## config.mk

```make
export PLATFORM = sky130hd
export DESIGN_NAME = tsf_front_end
export DESIGN_NICKNAME = d
export VERILOG_FILES = /design/src/rtl/tsf_pkg.sv /design/src/rtl/tsf_line_filter.sv /design/src/rtl/tsf_front_end.sv
export SDC_FILE = /design/constraint.sdc
export NUM_CORES = 1
export LEC_CHECK = 0
export BUFFER_PORTS_ARGS = -buffer_cell sky130_fd_sc_hd__buf_2
export CAP_MARGIN = 20
export CORE_MARGIN = 8
export CORE_UTILIZATION = 58
export DETAILED_ROUTE_END_ITERATION = 16
export GPL_TIMING_DRIVEN = 1
export PLACE_DENSITY = 0.82
export SYNTH_ARGS = -nofsm -noshare
export SYNTH_HDL_FRONTEND = slang
export SYNTH_SLANG_ARGS = --single-unit
export TNS_END_PERCENT = 20
```

## constraint.sdc

```tcl
create_clock -name core_clk -period 4.4 [get_ports core_clk]
set_clock_uncertainty 0.05 [all_clocks]
set_input_delay 0 -clock core_clk [delete_from_list [all_inputs] [get_ports core_clk]]
set_output_delay 0 -clock core_clk [all_outputs]
set_load 0.01 [all_outputs]
```

## src/rtl/tsf_pkg.sv

```systemverilog
// Shared constants and types of the temperature sensor serial front end.
package tsf_pkg;

	// ****************************************
	// Timing
	// ****************************************
	localparam int unsigned CORE_CLK_HZ = 20_000_000;
	localparam int unsigned CLK_NS = 1_000_000_000 / CORE_CLK_HZ;
	localparam int unsigned SPIKE_NS = 50;
	localparam int unsigned SPIKE_RAW = (SPIKE_NS + CLK_NS - 1) / CLK_NS;
	localparam int unsigned SPIKE_CYC = (SPIKE_RAW < 1) ? 1 : SPIKE_RAW;
	localparam int unsigned CONV_W = 24;

	// ****************************************
	// Serial protocol
	// ****************************************
	localparam logic [3:0] PREFIX_TEMP = 4'h9;
	localparam logic [3:0] PREFIX_EEPROM = 4'hA;
	localparam logic [3:0] BITS_PER_BYTE = 4'h8;
	localparam logic [7:0] PTR_TEMP = 8'h00;
	localparam logic [7:0] PTR_CFG = 8'h01;
	localparam logic [7:0] EEPROM_FILL = 8'hFF;
	localparam int unsigned RES_LSB = 5;
	localparam int unsigned RES_W = 2;
	localparam int unsigned TEMP_W = 12;
	localparam int unsigned FRAC_W = 4;
	localparam logic [1:0] LOAD_AT = 2'h2;
	localparam logic [1:0] LOAD_DONE = 2'h3;

	// ****************************************
	// Register bus
	// ****************************************
	localparam logic [3:0] OFS_CTRL = 4'h0;
	localparam logic [3:0] OFS_TEMP = 4'h4;
	localparam logic [3:0] OFS_STATUS = 4'h8;
	localparam int unsigned STAT_BUSY = 8;
	localparam int unsigned STAT_RX_LSB = 16;

	// ****************************************
	// Types
	// ****************************************
	typedef enum logic [4:0] {
		ST_IDLE = 5'h01,
		ST_RX = 5'h02,
		ST_RXACK = 5'h04,
		ST_TX = 5'h08,
		ST_TXACK = 5'h10
	} tsf_phase_t;

	typedef struct packed {
		tsf_phase_t phase;
		logic [3:0] bitCnt;
		logic [7:0] rxShift;
		logic [7:0] txShift;
		logic [7:0] lastRx;
		logic [7:0] pointer;
		logic [15:0] snapshot;
		logic sdaPull;
		logic firstByte;
		logic isRead;
		logic toTemp;
		logic toEeprom;
		logic ptrSent;
		logic txIdx;
		logic masterNack;
		logic prevScl;
		logic prevSda;
		logic [2:0] addrSync1;
		logic [2:0] addrSync2;
		logic [1:0] strapSync1;
		logic [1:0] strapSync2;
		logic [1:0] loadCnt;
		logic [1:0] resolution;
		logic [CONV_W-1:0] convCnt;
		logic [TEMP_W-1:0] tempResult;
		logic rdDone;
		logic [31:0] readData;
	} tsf_core_t;

endpackage

```

## src/rtl/tsf_line_filter.sv

```systemverilog
// Synchroniser and spike filter for one serial line.
`timescale 1ns/1ns
module tsf_line_filter #(
	parameter int unsigned STABLE_CYC = 1
) (
	// Clock and reset.
	input wire logic core_clk,
	input wire logic rst,
	// Raw line and cleaned level.
	input wire logic lineIn,
	output logic lineOut
);
	localparam int unsigned CW = $clog2(STABLE_CYC + 1);
	localparam logic [CW-1:0] LIMIT = CW'(STABLE_CYC);

	typedef struct packed {
		logic sync1;
		logic sync2;
		logic level;
		logic [CW-1:0] cnt;
	} tsf_filt_t;

	localparam tsf_filt_t FILT_RESET = '{sync1: 1'b1, sync2: 1'b1, level: 1'b1, cnt: '0};

	tsf_filt_t st;
	tsf_filt_t next_st;

	// The level flips only after the new value has been seen for more than STABLE_CYC samples.
	always_comb begin
		next_st = st;
		next_st.sync1 = lineIn;
		next_st.sync2 = st.sync1;
		if (st.sync2 == st.level) begin
			next_st.cnt = '0;
		end else if (st.cnt == LIMIT) begin
			next_st.level = st.sync2;
			next_st.cnt = '0;
		end else begin
			next_st.cnt = st.cnt + CW'(1);
		end
	end

	always_ff @(posedge core_clk or posedge rst) begin
		if (rst) begin
			st <= FILT_RESET;
		end else begin
			st <= next_st;
		end
	end

	assign lineOut = st.level;
endmodule

```

## src/rtl/tsf_front_end.sv

```systemverilog
// Serial slave front end, conversion sequencer and register slave of the sensor.
//
// Our own choices: the address map and the Avalon-MM slave port.
`timescale 1ns/1ns
// Function
// - Sample SDA on rising SCL; change driven SDA only after falling SCL.
// - Bytes shift most significant bit first, one bit per SCL clock.
// - Each byte is eight data clocks plus one acknowledge clock.
// - SDA changes only while SCL low; high-SCL change is START or STOP.
// - START is SDA falling with SCL high; ignore everything until START.
// - STOP is SDA rising with SCL high; return to idle.
// - Repeated START ends current transfer and begins a new one.
// - Bus idle only while SCL and SDA are both high.
// - Acknowledge a received byte by holding SDA low through clock nine.
// - Master high in acknowledge clock ends a read; release SDA.
// - Writes to the read-only temperature result are answered with NACK.
// - Address is prefix 1001 sensor or 1010 EEPROM plus three select pins.
// - First byte holds address in bits 7..1 and direction in bit 0.
// - Acknowledge matching address; on mismatch, NACK and go idle.
// - Convert continuously, updating the always readable result register.
// - Two-bit field selects 9, 10, 11 or 12 result bits.
// - Each higher resolution takes longer per conversion.
// - Resolution loads from the stored resolution bits after reset.
// - Any number of data bytes between START and STOP.
// - Twelve-bit two's complement result spans -128 to +127 degrees.
// - Both serial inputs are spike filtered before edges are seen.
// - SDA is open drain: pull low or release only.
// - Address select inputs read low when left open.
module tsf_front_end
	import tsf_pkg::*;
#(
	parameter int unsigned CONV_BASE_CYC = 4000
) (
	// Clock and reset.
	input wire logic core_clk,
	input wire logic rst,
	// Serial link pins.
	input wire logic sclIn,
	input wire logic sdaIn,
	output logic sdaOut,
	output logic sdaOe,
	// Static straps.
	input wire logic addrSelBit2,
	input wire logic addrSelBit1,
	input wire logic addrSelBit0,
	input wire logic storedResolutionHi,
	input wire logic storedResolutionLo,
	// Converter sample.
	input wire logic [TEMP_W-1:0] adcSample,
	// Register bus.
	input wire logic [3:0] avs_address,
	input wire logic avs_read,
	input wire logic avs_write,
	input wire logic [31:0] avs_writedata,
	input wire logic [3:0] avs_byteenable,
	output logic [31:0] avs_readdata,
	output logic avs_waitrequest
);

	// ****************************************
	// Helpers
	// ****************************************
	function automatic logic [1:0] addrHit(input logic [7:0] b, input logic [2:0] sel);
		addrHit = 2'b00;
		if (b[7:1] == {PREFIX_EEPROM, sel}) begin
			addrHit = 2'b10;
		end
		if (b[7:1] == {PREFIX_TEMP, sel}) begin
			addrHit = 2'b01;
		end
	endfunction

	function automatic logic [TEMP_W-1:0] resMask(input logic [1:0] res);
		resMask = {TEMP_W{1'b1}} << (2'h3 - res);
	endfunction

	function automatic logic [7:0] pickByte(input tsf_core_t s);
		if (s.toEeprom) begin
			pickByte = EEPROM_FILL;
		end else if (s.pointer == PTR_CFG) begin
			pickByte = 8'(s.resolution) << RES_LSB;
		end else if (s.txIdx) begin
			pickByte = s.snapshot[7:0];
		end else begin
			pickByte = s.snapshot[15:8];
		end
	endfunction

	localparam tsf_core_t CORE_RESET = '{
		phase: ST_IDLE, prevScl: 1'b1, prevSda: 1'b1, default: '0
	};

	tsf_core_t st;
	tsf_core_t next_st;
	logic sclF;
	logic sdaF;
	logic sclRise;
	logic sclFall;
	logic startSeen;
	logic stopSeen;
	logic byteDone;
	logic convEnd;
	logic [1:0] hit;
	logic [7:0] nextByte;
	logic [CONV_W-1:0] convLimit;

	// ****************************************
	// Line conditioning
	// ****************************************
	// Both lines share one filter depth so their relative timing is kept.
	tsf_line_filter #(
		.STABLE_CYC(SPIKE_CYC)
	) u_scl_filter (
		.core_clk(core_clk),
		.rst(rst),
		.lineIn(sclIn),
		.lineOut(sclF)
	);

	tsf_line_filter #(
		.STABLE_CYC(SPIKE_CYC)
	) u_sda_filter (
		.core_clk(core_clk),
		.rst(rst),
		.lineIn(sdaIn),
		.lineOut(sdaF)
	);

	assign sclRise = sclF && !st.prevScl;
	assign sclFall = !sclF && st.prevScl;
	// An SDA change while SCL stays high marks START or STOP.
	assign startSeen = sclF && st.prevScl && st.prevSda && !sdaF;
	assign stopSeen = sclF && st.prevScl && !st.prevSda && sdaF;
	assign byteDone = sclFall && (st.bitCnt == BITS_PER_BYTE);
	assign hit = addrHit(st.rxShift, st.addrSync2);
	assign nextByte = pickByte(st);
	// Conversion length doubles with each extra result bit.
	assign convLimit = (CONV_W'(CONV_BASE_CYC) << st.resolution) - CONV_W'(1);
	assign convEnd = (st.convCnt >= convLimit);

	// ****************************************
	// Next state
	// ****************************************
	always_comb begin
		next_st = st;
		next_st.prevScl = sclF;
		next_st.prevSda = sdaF;
		next_st.addrSync1 = {addrSelBit2, addrSelBit1, addrSelBit0};
		next_st.addrSync2 = st.addrSync1;
		next_st.strapSync1 = {storedResolutionHi, storedResolutionLo};
		next_st.strapSync2 = st.strapSync1;
		// The stored bits are taken once the synchroniser has filled after reset.
		if (st.loadCnt != LOAD_DONE) begin
			next_st.loadCnt = st.loadCnt + 2'h1;
			if (st.loadCnt == LOAD_AT) begin
				next_st.resolution = st.strapSync2;
			end
		end
		// Continuous conversions, result truncated to the chosen width.
		if (convEnd) begin
			next_st.convCnt = '0;
			next_st.tempResult = adcSample & resMask(st.resolution);
		end else begin
			next_st.convCnt = st.convCnt + CONV_W'(1);
		end
		// Register bus: reads answer one cycle later from a register.
		next_st.rdDone = avs_read && !st.rdDone;
		if (avs_read && !st.rdDone) begin
			next_st.readData = '0;
			case (avs_address)
				OFS_CTRL: begin
					next_st.readData[RES_W-1:0] = st.resolution;
				end
				OFS_TEMP: begin
					next_st.readData[TEMP_W-1:0] = st.tempResult;
				end
				OFS_STATUS: begin
					next_st.readData[4:0] = st.phase;
					next_st.readData[STAT_BUSY] = (st.phase != ST_IDLE);
					next_st.readData[STAT_RX_LSB+:8] = st.lastRx;
				end
				default: begin
					next_st.readData = '0;
				end
			endcase
		end
		if (avs_write && (avs_address == OFS_CTRL) && avs_byteenable[0]) begin
			next_st.resolution = avs_writedata[RES_W-1:0];
		end
		// Serial link.
		if (startSeen) begin
			// A repeated START drops whatever was going on.
			next_st.phase = ST_RX;
			next_st.bitCnt = '0;
			next_st.firstByte = 1'b1;
			next_st.ptrSent = 1'b0;
			next_st.sdaPull = 1'b0;
		end else if (stopSeen) begin
			next_st.phase = ST_IDLE;
			next_st.sdaPull = 1'b0;
		end else begin
			case (st.phase)
				ST_IDLE: begin
					next_st.sdaPull = 1'b0;
				end
				ST_RX: begin
					if (sclRise && (st.bitCnt != BITS_PER_BYTE)) begin
						next_st.rxShift = {st.rxShift[6:0], sdaF};
						next_st.bitCnt = st.bitCnt + 4'h1;
					end
					if (byteDone) begin
						next_st.lastRx = st.rxShift;
						next_st.phase = ST_RXACK;
						next_st.bitCnt = '0;
						if (st.firstByte) begin
							next_st.toTemp = hit[0];
							next_st.toEeprom = hit[1];
							next_st.isRead = st.rxShift[0];
							next_st.sdaPull = |hit;
							next_st.txIdx = 1'b0;
							if (st.rxShift[0]) begin
								next_st.snapshot = {st.tempResult, FRAC_W'(0)};
							end
						end else if (st.toEeprom) begin
							next_st.sdaPull = 1'b1;
						end else if (!st.ptrSent) begin
							next_st.sdaPull = (st.rxShift <= PTR_CFG);
							if (st.rxShift <= PTR_CFG) begin
								next_st.pointer = st.rxShift;
								next_st.ptrSent = 1'b1;
							end
						end else if (st.pointer == PTR_CFG) begin
							next_st.resolution = st.rxShift[RES_LSB+:RES_W];
							next_st.sdaPull = 1'b1;
						end else begin
							next_st.sdaPull = 1'b0;
						end
					end
				end
				ST_RXACK: begin
					if (sclFall) begin
						next_st.sdaPull = 1'b0;
						next_st.firstByte = 1'b0;
						next_st.bitCnt = '0;
						if (st.firstByte && !(st.toTemp || st.toEeprom)) begin
							next_st.phase = ST_IDLE;
						end else if (st.firstByte && st.isRead) begin
							next_st.phase = ST_TX;
							next_st.txShift = nextByte;
							next_st.sdaPull = !nextByte[7];
							next_st.txIdx = !st.txIdx;
						end else begin
							next_st.phase = ST_RX;
						end
					end
				end
				ST_TX: begin
					if (sclRise) begin
						next_st.bitCnt = st.bitCnt + 4'h1;
					end
					if (byteDone) begin
						next_st.phase = ST_TXACK;
						next_st.sdaPull = 1'b0;
					end else if (sclFall) begin
						next_st.txShift = {st.txShift[6:0], 1'b0};
						next_st.sdaPull = !st.txShift[6];
					end
				end
				ST_TXACK: begin
					if (sclRise) begin
						next_st.masterNack = sdaF;
					end
					if (sclFall) begin
						next_st.bitCnt = '0;
						if (st.masterNack) begin
							next_st.phase = ST_IDLE;
						end else begin
							next_st.phase = ST_TX;
							next_st.txShift = nextByte;
							next_st.sdaPull = !nextByte[7];
							next_st.txIdx = !st.txIdx;
						end
					end
				end
				default: begin
					next_st.phase = ST_IDLE;
					next_st.sdaPull = 1'b0;
				end
			endcase
		end
	end

	always_ff @(posedge core_clk or posedge rst) begin
		if (rst) begin
			st <= CORE_RESET;
		end else begin
			st <= next_st;
		end
	end

	// ****************************************
	// Outputs
	// ****************************************
	// The pin is only ever pulled low; the pull-up makes the high level.
	assign sdaOut = 1'b0;
	assign sdaOe = st.sdaPull;
	assign avs_readdata = st.readData;
	assign avs_waitrequest = avs_read && !st.rdDone;

	// ****************************************
	// Checks
	// ****************************************
	AST_SDA_AFTER_FALL: assert property (@(posedge core_clk) disable iff (rst)
		(sdaOe != $past(sdaOe)) |-> $past(sclFall || startSeen || stopSeen))
		else $error("SDA drive changed without a falling SCL edge.");

	AST_START_RX: assert property (@(posedge core_clk) disable iff (rst)
		startSeen |=> (st.phase == ST_RX) && (st.bitCnt == 4'h0) && st.firstByte && !sdaOe)
		else $error("START did not open a new address byte.");

	AST_STOP_IDLE: assert property (@(posedge core_clk) disable iff (rst)
		stopSeen |=> (st.phase == ST_IDLE) && !sdaOe)
		else $error("STOP did not return to idle.");

	AST_IDLE_QUIET: assert property (@(posedge core_clk) disable iff (rst)
		(st.phase == ST_IDLE) && !startSeen |=> (st.phase == ST_IDLE) && !sdaOe)
		else $error("Idle left without START.");

	AST_ADDR_ACK: assert property (@(posedge core_clk) disable iff (rst)
		(st.phase == ST_RX) && byteDone && st.firstByte && !startSeen && !stopSeen
		&& (st.rxShift[7:1] == {PREFIX_TEMP, st.addrSync2})
		|=> sdaOe && (st.phase == ST_RXACK))
		else $error("Matching sensor address not acknowledged.");

	AST_ADDR_MISS: assert property (@(posedge core_clk) disable iff (rst)
		(st.phase == ST_RX) && byteDone && st.firstByte && !startSeen && !stopSeen
		&& (st.rxShift[7:4] != PREFIX_TEMP) && (st.rxShift[7:4] != PREFIX_EEPROM)
		|=> !sdaOe && (st.phase == ST_RXACK))
		else $error("Foreign address was acknowledged.");

	AST_ACK_HELD: assert property (@(posedge core_clk) disable iff (rst)
		(st.phase == ST_RXACK) && sdaOe && !sclFall && !startSeen && !stopSeen |=> sdaOe)
		else $error("Acknowledge released before the ninth clock ended.");

	AST_TEMP_WRITE_NACK: assert property (@(posedge core_clk) disable iff (rst)
		(st.phase == ST_RX) && byteDone && !st.firstByte && !st.toEeprom && st.ptrSent
		&& (st.pointer == PTR_TEMP) && !startSeen && !stopSeen |=> !sdaOe)
		else $error("Write to temperature result was acknowledged.");

	AST_NACK_ENDS_READ: assert property (@(posedge core_clk) disable iff (rst)
		(st.phase == ST_TXACK) && sclFall && st.masterNack && !startSeen && !stopSeen
		|=> ((st.phase == ST_IDLE) && !sdaOe) [*2])
		else $error("Read continued after master NACK.");

	AST_MSB_FIRST: assert property (@(posedge core_clk) disable iff (rst)
		(st.phase == ST_TX) && sclFall && !byteDone && !startSeen && !stopSeen
		|=> sdaOe == !$past(st.txShift[6]))
		else $error("Transmit bit order broken.");

	AST_SNAPSHOT_HELD: assert property (@(posedge core_clk) disable iff (rst)
		(st.phase == ST_TX) |=> $stable(st.snapshot))
		else $error("Result snapshot changed during a read.");

	AST_CONV_UPDATE: assert property (@(posedge core_clk) disable iff (rst)
		convEnd |=> st.tempResult == $past(adcSample & resMask(st.resolution)))
		else $error("Conversion result not stored.");

	AST_READ_ANSWER: assert property (@(posedge core_clk) disable iff (rst)
		avs_read && avs_waitrequest |=> !avs_waitrequest)
		else $error("Register read not answered in one cycle.");
endmodule

```

==> results of run 1 <==
==> worst register-to-register path: stages (launching register included) <==
cell,delay [ns]
dfrtp_1,0.46
inv_1,0.16
ha_1,0.25
xor2_1,0.18
ha_1,0.29
and3_1,0.16
a221oi_2,0.07
nor4_2,0.26
nor3_2,0.10
o211ai_4,0.71
mux2_2,0.43
==> kinds of logic after synthesis <==
kind of cell,after synthesis,synth area share (%)
compound gates,113,10.2
xor+xnor,32,4.01
fa+ha+maj,29,5.20
buf+inv,70,6.11
flops,141,50.7
mux,40,6.34
other cells,2,0.108
simple gates,240,17.3
==> how the worst max path moves through the flow <==
| stage | startpoint | endpoint | slack, ns | depth (start not counted) |
|---|---|---|---|---|
| after floorplan | rst | avs_readdata[0]$_DFFE_PP0P_ | 0.58 | 1 |
| after global placement | st[70]$_DFF_PP0_ | st[37]$_DFFE_PP0P_ | 1.24 | 10 |
| after detailed placement | st[70]$_DFF_PP0_ | st[39]$_DFFE_PP0P_ | 1.18 | 10 |
| after CTS | st[70]$_DFF_PP0_ | st[37]$_DFFE_PP0P_ | 1.15 | 10 |
| after global routing | st[70]$_DFF_PP0_ | st[39]$_DFFE_PP0P_ | 0.98 | 10 |
| final | st[70]$_DFF_PP0_ | st[37]$_DFFE_PP0P_ | 1.16 | 10 |
==> registers in the layout, indices dropped and copies added (netlist names) <==
register              flops
avs_readdata             20
next_st                   5
sdaOe                     1
st                      107
u_scl_filter.lineOut      1
u_scl_filter.next_st      1
u_scl_filter.st           2
u_sda_filter.lineOut      1
u_sda_filter.next_st      1
u_sda_filter.st           2
==> cell usage after synthesis (all sizes together), types with 2 or more instances <==
cell type | n | area (sq um)
and2 | 3 | 21.3
and3 | 11 | 68.8
xnor2 | 17 | 149
or2 | 3 | 21.3
clkbuf | 10 | 37.5
a22oi | 5 | 37.5
mux2i | 6 | 60.1
nand3 | 18 | 108
dfrtp | 132 | 3300
a21oi | 25 | 125
nor3b | 3 | 27.5
nor4 | 4 | 31.3
inv | 18 | 67.6
o211ai | 2 | 28.8
a31o | 2 | 26.3
ha | 29 | 363
nand2b | 5 | 31.3
xor2 | 15 | 131
and4 | 3 | 28.8
nor2b | 15 | 93.8
conb | 2 | 7.51
buf | 42 | 322
nor3 | 14 | 108
o21ai | 47 | 235
nor4b | 2 | 17.5
o41ai | 2 | 17.5
a211oi | 7 | 52.6
nand2 | 93 | 349
dfstp | 9 | 236
nand4 | 9 | 56.3
o31ai | 7 | 57.6
and3b | 2 | 17.5
a22o | 2 | 17.5
nand3b | 4 | 30.0
mux2 | 34 | 383
nor2 | 50 | 190
a21o | 6 | 45.0
==> stage by stage <==
step	total power, W	utilization (%)
final	0.00342	68.1
after global routing	0.00357	68.1
after CTS	0.00344	68.0
after detailed placement	0.00191	60.4
after global placement	0.00188	60.4
after floorplan	0.00180	-
==> power by group through the flow <==
stage | registers (W) | clock network, W | logic [W]
global route | 0.00150 | 0.00159 | 0.000479
finish | 0.00149 | 0.00151 | 0.000423
detailed placement | 0.00151 | 0 | 0.000400
global placement | 0.00150 | 0 | 0.000382
CTS | 0.00148 | 0.00154 | 0.000421
floorplan | 0.00147 | 0 | 0.000332
==> final cells by class <==
type / instances / area share, %
sequential: 141 / 43.8
multi-input combinational: 476 / 38.3
timing repair buffer: 81 / 6.87
clock buffer: 18 / 5.43
clock inverter: 14 / 2.38
tap: 147 / 2.28
inverter: 18 / 0.898
==> what timing repair did <==
item                                    CTS  global route
endpoints found under the setup margin    0             0
endpoints found under the hold margin   125             0
hold buffers                             27             0
setup buffers                             0             0
==> routing by layer <==
metal  GRT usage [%]  vias to the layer above  wire length [um]
met5               0                        -                 0
met2            31.0                      160              7040
met4            8.74                        0               301
li1                -                     2395                 -
met1            24.5                     2415              6400
met3            5.36                       25               918
==> impl_metrics.tcl, run 1 <==
set metrics [dict create \
    layout_common_cells "132 x dfrtp_1, 93 x nand2_1, 51 x buf_2" \
    dp_slack_ns 1.18 \
    slew_headroom_pct 28.3 \
    worstHoldPathCells 4 \
    ant_nets 0 \
    syn_inst 667 \
    cts_tree "done" \
    regToRegStartpoint "st[70]$_DFF_PP0_" \
    cts_htree_levels 4 \
    dieWidth_um 126 \
    layout.cells.most_common "dfrtp_1" \
    cts.sinks 141 \
    n_fill_cell 859 \
    rr_worst_depth 10 \
    crit_path_start_kind "flop" \
    grt_pass1_vias 5075 \
    num_rows 40 \
    multi_input_area_sq_um 3100 \
    fin_cells 895 \
    n_antenna_cell 0 \
    cp_top_family "compound AO/OA/AOI/OAI gates" \
    worstMarginPinSlew_ns 1.07 \
    leakagePower_nw 3.91 \
    numCtsBuffers 17 \
    max_clock_freq_mhz 309 \
    portBuffers 51 \
    wl_um 14700 \
    drc 0 \
    place_congestion 0.900 \
    rsz0062_at_grt "no" \
    power.switching_w 0.000886 \
    syn-cell-area_sq_um 6980 \
    arrival_ns 3.49 \
    power.density_nw_per_um2 423 \
    ys_ff_latch 141 \
    antenna_found_initial 0 \
    synth-edff-count 0 \
    worst_r2r_endpoint "st[37]$_DFFE_PP0P_" \
    detail_route.wl_per_cell_um 16.4 \
    setup_ws_ns 1.16 \
    p_clk_share_pct 44.2 \
    switching_share_pct 25.9 \
    cts_resized 0 \
    ff_latch_area_sq_um 3540 \
    area_growth_pct 15.7 \
    postPlaceCellArea_sq_um 7160 \
    drt_iter0_markers 393 \
    yosys_most_used_dff "dfrtp_1" \
    seq_power_share_pct 43.4 \
    ys.warnings.count 0 \
    ios 98 \
    dp_hpwl_um 10200 \
    slew_violations 0 \
    setup_viol 0 \
    cap_violations 0 \
    outcome "completed" \
    path_clk_slew_ns 0.06 \
    yosysSeqAreaShare_pct 50.7 \
    grt_first_pass_wirelength_um 24900 \
    slowest_delay_ns 0.71 \
    min_to "avs_readdata[22]$_DFFE_PP0P_" \
    tns_ns 0 \
    synthArstFlopShare_pct 100 \
    clk_latency_ns 0.42 \
    grt_use_total_pct 19.5 \
    die_y_um 126 \
    overflow 0 \
    path_buf_inv 1 \
    hold_path.class "in2reg" \
    intPower_w 0.00253 \
    critPathRequiredTime_ns 4.66 \
    coreArea_sq_um 11900 \
    holdWs_ns 0.0939 \
    power_frac_comb_pct 12.4 \
    fin_area_sq_um 8080 \
    vias 4995 \
    synth.avg_cell_area_sq_um 10.5 \
    nets 827 \
    post-route-period-util_pct 73.6 \
    critPathCaptureType "flop" \
    vias_per_cell 5.58 \
    first_pass_iters 5 \
    hold_start "avs_address[3]" \
    die-area_sq_um 15800 \
    placedCellCount 835 \
    ir_drop_v 0.000245 \
    path_max_fanout 26 \
    setup.worst_path.class "reg2reg" \
    grt_max_degree 98 \
    r2r_setup_slack_ns 1.16 \
    yosysUniqueCellTypes 65 \
    crit_slowest_cell "o211ai_4" \
    clk_path_buf_depth 2 \
    start_util_pct 58.9 \
    crit_top_cell "ha_1" \
    drive_above_1_share_pct 19.1 \
    finalCriticalPeriod_ns 3.24 \
    cts_root_buf "clkbuf_16" \
    hold_viol 0 \
    crit_chain "inv_1 -> ha_1 -> xor2_1 -> ha_1 -> and3_1 -> a221oi_2 -> nor4_2 -> nor3_2 -> o211ai_4 -> mux2_2" \
]
Power figures use the tool's default switching activity.
==> inputs of run 2 (changes only) <==
Settings changed: CORE_UTILIZATION 58 to 52, PLACE_DENSITY 0.82 to 0.77.
Clock period 4.4 ns to 2.75 ns, I/O delays scaled along.
==> run 2 against run 1 <==
Global-route usage fell by 1.1 points. Design area up 2.9%. Final cell count rose by 4.7%. Hold slack lost 0.024 ns. Setup slack got worse by 1.1 ns.
==> impl_metrics.tcl, run 2 (same netlist as run 1, synthesis figures left out) <==
set metrics [dict create \
    place_congestion 0.870 \
    grt_max_degree 112 \
    vias_per_cell 5.48 \
    rsz0062_at_grt "yes" \
    grt_first_pass_wirelength_um 26100 \
    first_pass_iters 5 \
    clk_path_buf_depth 2 \
    n_antenna_cell 0 \
    detail_route.wl_per_cell_um 16.7 \
    vias 5134 \
    ir_drop_v 0.000462 \
    setup.worst_path.class "reg2reg" \
    num_rows 42 \
    numCtsBuffers 17 \
    cts_tree "done" \
    slew_violations 0 \
    drive_above_1_share_pct 21.4 \
    cts.sinks 141 \
    fin_util_pct 63.1 \
    largest_reg_flops 107 \
    power.density_nw_per_um2 681 \
    die_y_um 132 \
    cts_root_buf "clkbuf_16" \
    overflow 0 \
    arrival_ns 2.95 \
    cap_violations 0 \
    finalCriticalPeriod_ns 2.70 \
    ios 98 \
    worstMarginPinSlew_ns 1.03 \
    grt_use_total_pct 18.4 \
    area_growth_pct 19.1 \
    wl_um 15700 \
    dieWidth_um 132 \
    outcome "completed" \
    antenna_found_initial 0 \
    hold_viol 0 \
    critPathCaptureType "flop" \
    tns_ns 0 \
    crit_path_start_kind "flop" \
    drt_iter0_markers 338 \
    n_fill_cell 995 \
    start_util_pct 52.9 \
    setup_viol 0 \
    path_max_fanout 6 \
    holdWs_ns 0.0704 \
    dp_hpwl_um 10500 \
    drc 0 \
    nets 840 \
    portBuffers 51 \
    layout_common_cells "132 x dfrtp_1, 93 x nand2_1, 51 x buf_2" \
    cts_htree_levels 4 \
    critPathRequiredTime_ns 3.00 \
    placedCellCount 875 \
    layout.cells.most_common "dfrtp_1" \
    fin_cells 937 \
    post-route-period-util_pct 98.0 \
    die-area_sq_um 17400 \
    max_clock_freq_mhz 371 \
    hold_path.class "in2reg" \
    slew_headroom_pct 31.2 \
    leakagePower_nw 4.00 \
    top_register "st" \
    path_clk_slew_ns 0.06 \
    coreArea_sq_um 13200 \
    clk_latency_ns 0.42 \
    grt_pass1_vias 5214 \
    ant_nets 0 \
]
## run 2: final cells by class
cell class | instances | area [sq um] | share of cell area [%]
Timing Repair Buffer | 93 | 662 | 7.96
Clock inverter | 10 | 184 | 2.21
Tap cell | 176 | 220 | 2.65
Inverter | 18 | 71.3 | 0.857
Clock buffer | 22 | 484 | 5.82
Sequential cell | 141 | 3540 | 42.6
Multi-Input combinational cell | 477 | 3160 | 38.0
## run 2: final timing paths
kind,startpoint,endpoint,cells past startpoint,slack (ns)
max,st[69]$_DFF_PP0_,st[37]$_DFFE_PP0P_,10,0.05
min,avs_address[3],avs_readdata[0]$_DFFE_PP0P_,4,0.07
max reg2reg,st[69]$_DFF_PP0_,st[37]$_DFFE_PP0P_,10,0.05
min reg2reg,next_st[78]$_DFF_PP0_,st[78]$_DFF_PP0_,0,0.30
max in group asynchronous,rst,st[146]$_DFFE_PP0P_,4,1.92
min in group asynchronous,rst,avs_readdata[9]$_DFFE_PP0P_,4,0.19
## run 2: report_power, final
group	switching, W	total, W	leakage [nW]	internal [W]
Clock	0.000853	0.00256	0.322	0.00170
Combinational	0.000421	0.000737	1.82	0.000317
Sequential	0.000148	0.00237	1.86	0.00223
Total	0.00142	0.00567	4.00	0.00425
## run 2: through the flow
stage	power (W)	setup slack, ns	area [sq um]
floorplan	0.00289	0.0998	7060
global placement	0.00305	0.0529	7290
detailed placement	0.00309	-0.0968	7290
CTS	0.00568	0.0154	8240
global route	0.00592	-0.0406	8320
finish	0.00567	0.0544	8320
## run 2: critical path: stages, from the launching register on
cell	delay (ns)
dfrtp_1	0.41
buf_4	0.17
ha_1	0.23
xor2_1	0.18
ha_1	0.28
nand3_1	0.08
nor4_2	0.25
nor3_2	0.08
buf_4	0.17
o211ai_4	0.35
mux2_4	0.34
## run 2: per-layer routing
metal	share of wire, %	up-vias	wire (um)	GRT usage [%]
li1	-	2423	-	-
met1	45	2535	7090	23.4
met2	47	145	7350	28.5
met3	5.7	31	891	5.14
met4	2.2	0	352	8.74
met5	0	-	0	0
## run 2: repair_timing
action | CTS | global route
hold buffers | 27 | 0
endpoints found under the hold margin | 161 | 0
pin swaps | 2 | 4
setup endpoints to repair | 34 | 36
gates cloned | 0 | 1
setup buffers | 1 | 1
resized for setup | 2 | 11
==> inputs of run 3 (changes only) <==
Settings changed: GPL_TIMING_DRIVEN 1 to 0.
==> run 3 against run 2 <==
Combinational power up 9.0%. Critical endpoint is now st[35]$_DFFE_PP0P_. Sequential power about the same. Utilization is 2.3 points higher. Highest routed layer unchanged. Setup slack lost 0.042 ns. Flip-flop and latch count stayed put. First-iteration DRC count decreased by 3.0%. Register-to-register slack worse by 0.04 ns. Count of clock-buffer cells in the layout shrank 3. Maximum frequency shrank 1.5%. Critical path type unchanged. Routed wire length up 2.1%. Global-route usage is 0.27 points higher.
==> impl_metrics.tcl, run 3 (same netlist as run 1, synthesis figures left out) <==
set metrics [dict create \
    r2r_setup_slack_ns 0.01 \
    arrival_ns 2.99 \
    drt_iter0_markers 328 \
    critPathRequiredTime_ns 3.00 \
    drc 0 \
    clk_path_buf_depth 2 \
    cap_violations 0 \
    ir_drop_v 0.000523 \
    worst_r2r_endpoint "st[35]$_DFFE_PP0P_" \
    cts.sinks 141 \
    overflow 0 \
    fin_cells 988 \
    grt_use_total_pct 18.7 \
    wl_um 16000 \
    cts_htree_levels 4 \
    min_to "st[69]$_DFF_PP0_" \
    ios 98 \
    fin_area_sq_um 8620 \
    hold_path.class "in2reg" \
    regToRegStartpoint "st[70]$_DFF_PP0_" \
    portBuffers 51 \
    detail_route.wl_per_cell_um 16.2 \
    ant_nets 0 \
    outcome "completed" \
    grt_pass1_vias 5232 \
    power.density_nw_per_um2 656 \
    num_rows 42 \
    slew_violations 0 \
    worstHoldPathCells 5 \
    start_util_pct 52.9 \
    placedCellCount 917 \
    top_register "st" \
    worst-path-stages 11 \
    drive_above_1_share_pct 24.8 \
    post-route-period-util_pct 99.6 \
    n_fill_cell 1000 \
    numCtsBuffers 17 \
    grt_first_pass_wirelength_um 26500 \
    n_antenna_cell 0 \
    crit_chain "inv_4 -> ha_2 -> xor2_1 -> ha_1 -> a21o_1 -> a221oi_2 -> nor4_2 -> nor3_2 -> o211ai_4 -> buf_8 -> mux2_1" \
    vias_per_cell 5.36 \
    layout.cells.most_common "dfrtp_1" \
    hold_start "avs_write" \
    cts_root_buf "clkbuf_16" \
    holdWs_ns 0.112 \
    grt_max_degree 47 \
    place_congestion 0.884 \
    die_y_um 132 \
    clk_latency_ns 0.42 \
    vias 5294 \
    crit_slowest_cell "dfrtp_2" \
    rsz0062_at_grt "yes" \
    die-area_sq_um 17400 \
    path_max_fanout 9 \
    layout_common_cells "130 x dfrtp_1, 93 x nand2_1, 56 x buf_2" \
    cp_top_family "compound AO/OA/AOI/OAI gates" \
    crit_path_start_kind "flop" \
    cts_tree "done" \
    coreArea_sq_um 13200 \
    critPathCaptureType "flop" \
    worstMarginPinSlew_ns 1.05 \
    ff_latch_area_sq_um 3540 \
    setup_viol 0 \
    slowest_delay_ns 0.43 \
    area_growth_pct 23.5 \
    setup.worst_path.class "reg2reg" \
    max_clock_freq_mhz 365 \
    antenna_found_initial 0 \
    dieWidth_um 132 \
    rr_worst_depth 11 \
    slew_headroom_pct 29.5 \
    path_buf_inv 2 \
    path_clk_slew_ns 0.06 \
    multi_input_area_sq_um 3110 \
    leakagePower_nw 4.22 \
    hold_viol 0 \
    dp_hpwl_um 11200 \
    largest_reg_flops 107 \
    nets 891 \
    finalCriticalPeriod_ns 2.74 \
    first_pass_iters 5 \
    postPlaceCellArea_sq_um 7600 \
]
==> run 3: cell count changes in the layout (fill, tap and decap cells not counted), moves of 4 or more <==
cell / delta
buf_2: +5
buf_4: +32
clkbuf_1: +10
clkinv_2: +4
mux2_4: -4
==> run 3: what timing repair did <==
| item | in CTS | in global routing |
|---|---|---|
| pin swaps | 4 | 4 |
| buffers inserted | 5 | 7 |
| hold endpoints to repair | 54 | 0 |
| resized for setup | 9 | 1 |
| endpoints found under the setup margin | 36 | 18 |
| hold buffers | 27 | 0 |
==> run 3: through the flow <==
step                setup slack, ns  util (%)  setup TNS [ns]  power [W]
floorplan                    0.0998         -               0    0.00289
global placement             -0.290      57.1           -4.85    0.00306
detailed placement           -0.337      57.6           -6.65    0.00311
CTS                          0.0169      64.9               0    0.00565
global route                -0.0725      65.4          -0.263    0.00590
finish                       0.0121      65.4               0    0.00565
==> run 3: how the worst max path moves through the flow <==
stage	startpoint	to	slack, ns
2_1_floorplan	st[70]$_DFF_PP0_	st[35]$_DFFE_PP0P_	0.1
3_3_place_gp	st[70]$_DFF_PP0_	st[35]$_DFFE_PP0P_	-0.29
3_5_place_dp	st[70]$_DFF_PP0_	st[36]$_DFFE_PP0P_	-0.34
4_1_cts	st[70]$_DFF_PP0_	st[35]$_DFFE_PP0P_	0.02
5_1_grt	st[70]$_DFF_PP0_	st[36]$_DFFE_PP0P_	-0.07
6_report	st[70]$_DFF_PP0_	st[35]$_DFFE_PP0P_	0.01
==> run 3: area by class of cell <==
class | count | area share, %
flip-flops and latches | 141 | 41.1
multi-input cells | 476 | 36.0
repair buffers | 93 | 7.88
clock buffers | 19 | 5.14
plain buffers | 52 | 4.16
well taps | 176 | 2.55
clock inverters | 13 | 2.26
inverters | 18 | 0.885
==> run 3: metal layers <==
| metal | track usage (%) | routed length [um] | vias up | part of all wire (%) |
|---|---|---|---|---|
| met3 | 4.95 | 920 | 20 | 5.7 |
| met4 | 6.38 | 206 | 0 | 1.3 |
| met2 | 29.6 | 7570 | 167 | 47 |
| met5 | 0 | 0 | - | 0 |
| met1 | 24.2 | 7310 | 2581 | 46 |
| li1 | - | - | 2526 | - |
==> run 3: power breakdown <==
| part | internal, W | switching [W] | total [W] |
|---|---|---|---|
| Sequential | 0.00223 | 0.000140 | 0.00237 |
| Clock | 0.00162 | 0.000862 | 0.00248 |
| Combinational | 0.000356 | 0.000448 | 0.000803 |
| Total | 0.00420 | 0.00145 | 0.00565 |
==> run 3: worst min-delay path: cells and delay by family <==
kind | cells | cell delay (ns)
simple gates | 2 | 0.20
buf+inv | 1 | 0.10
compound gates | 2 | 0.24
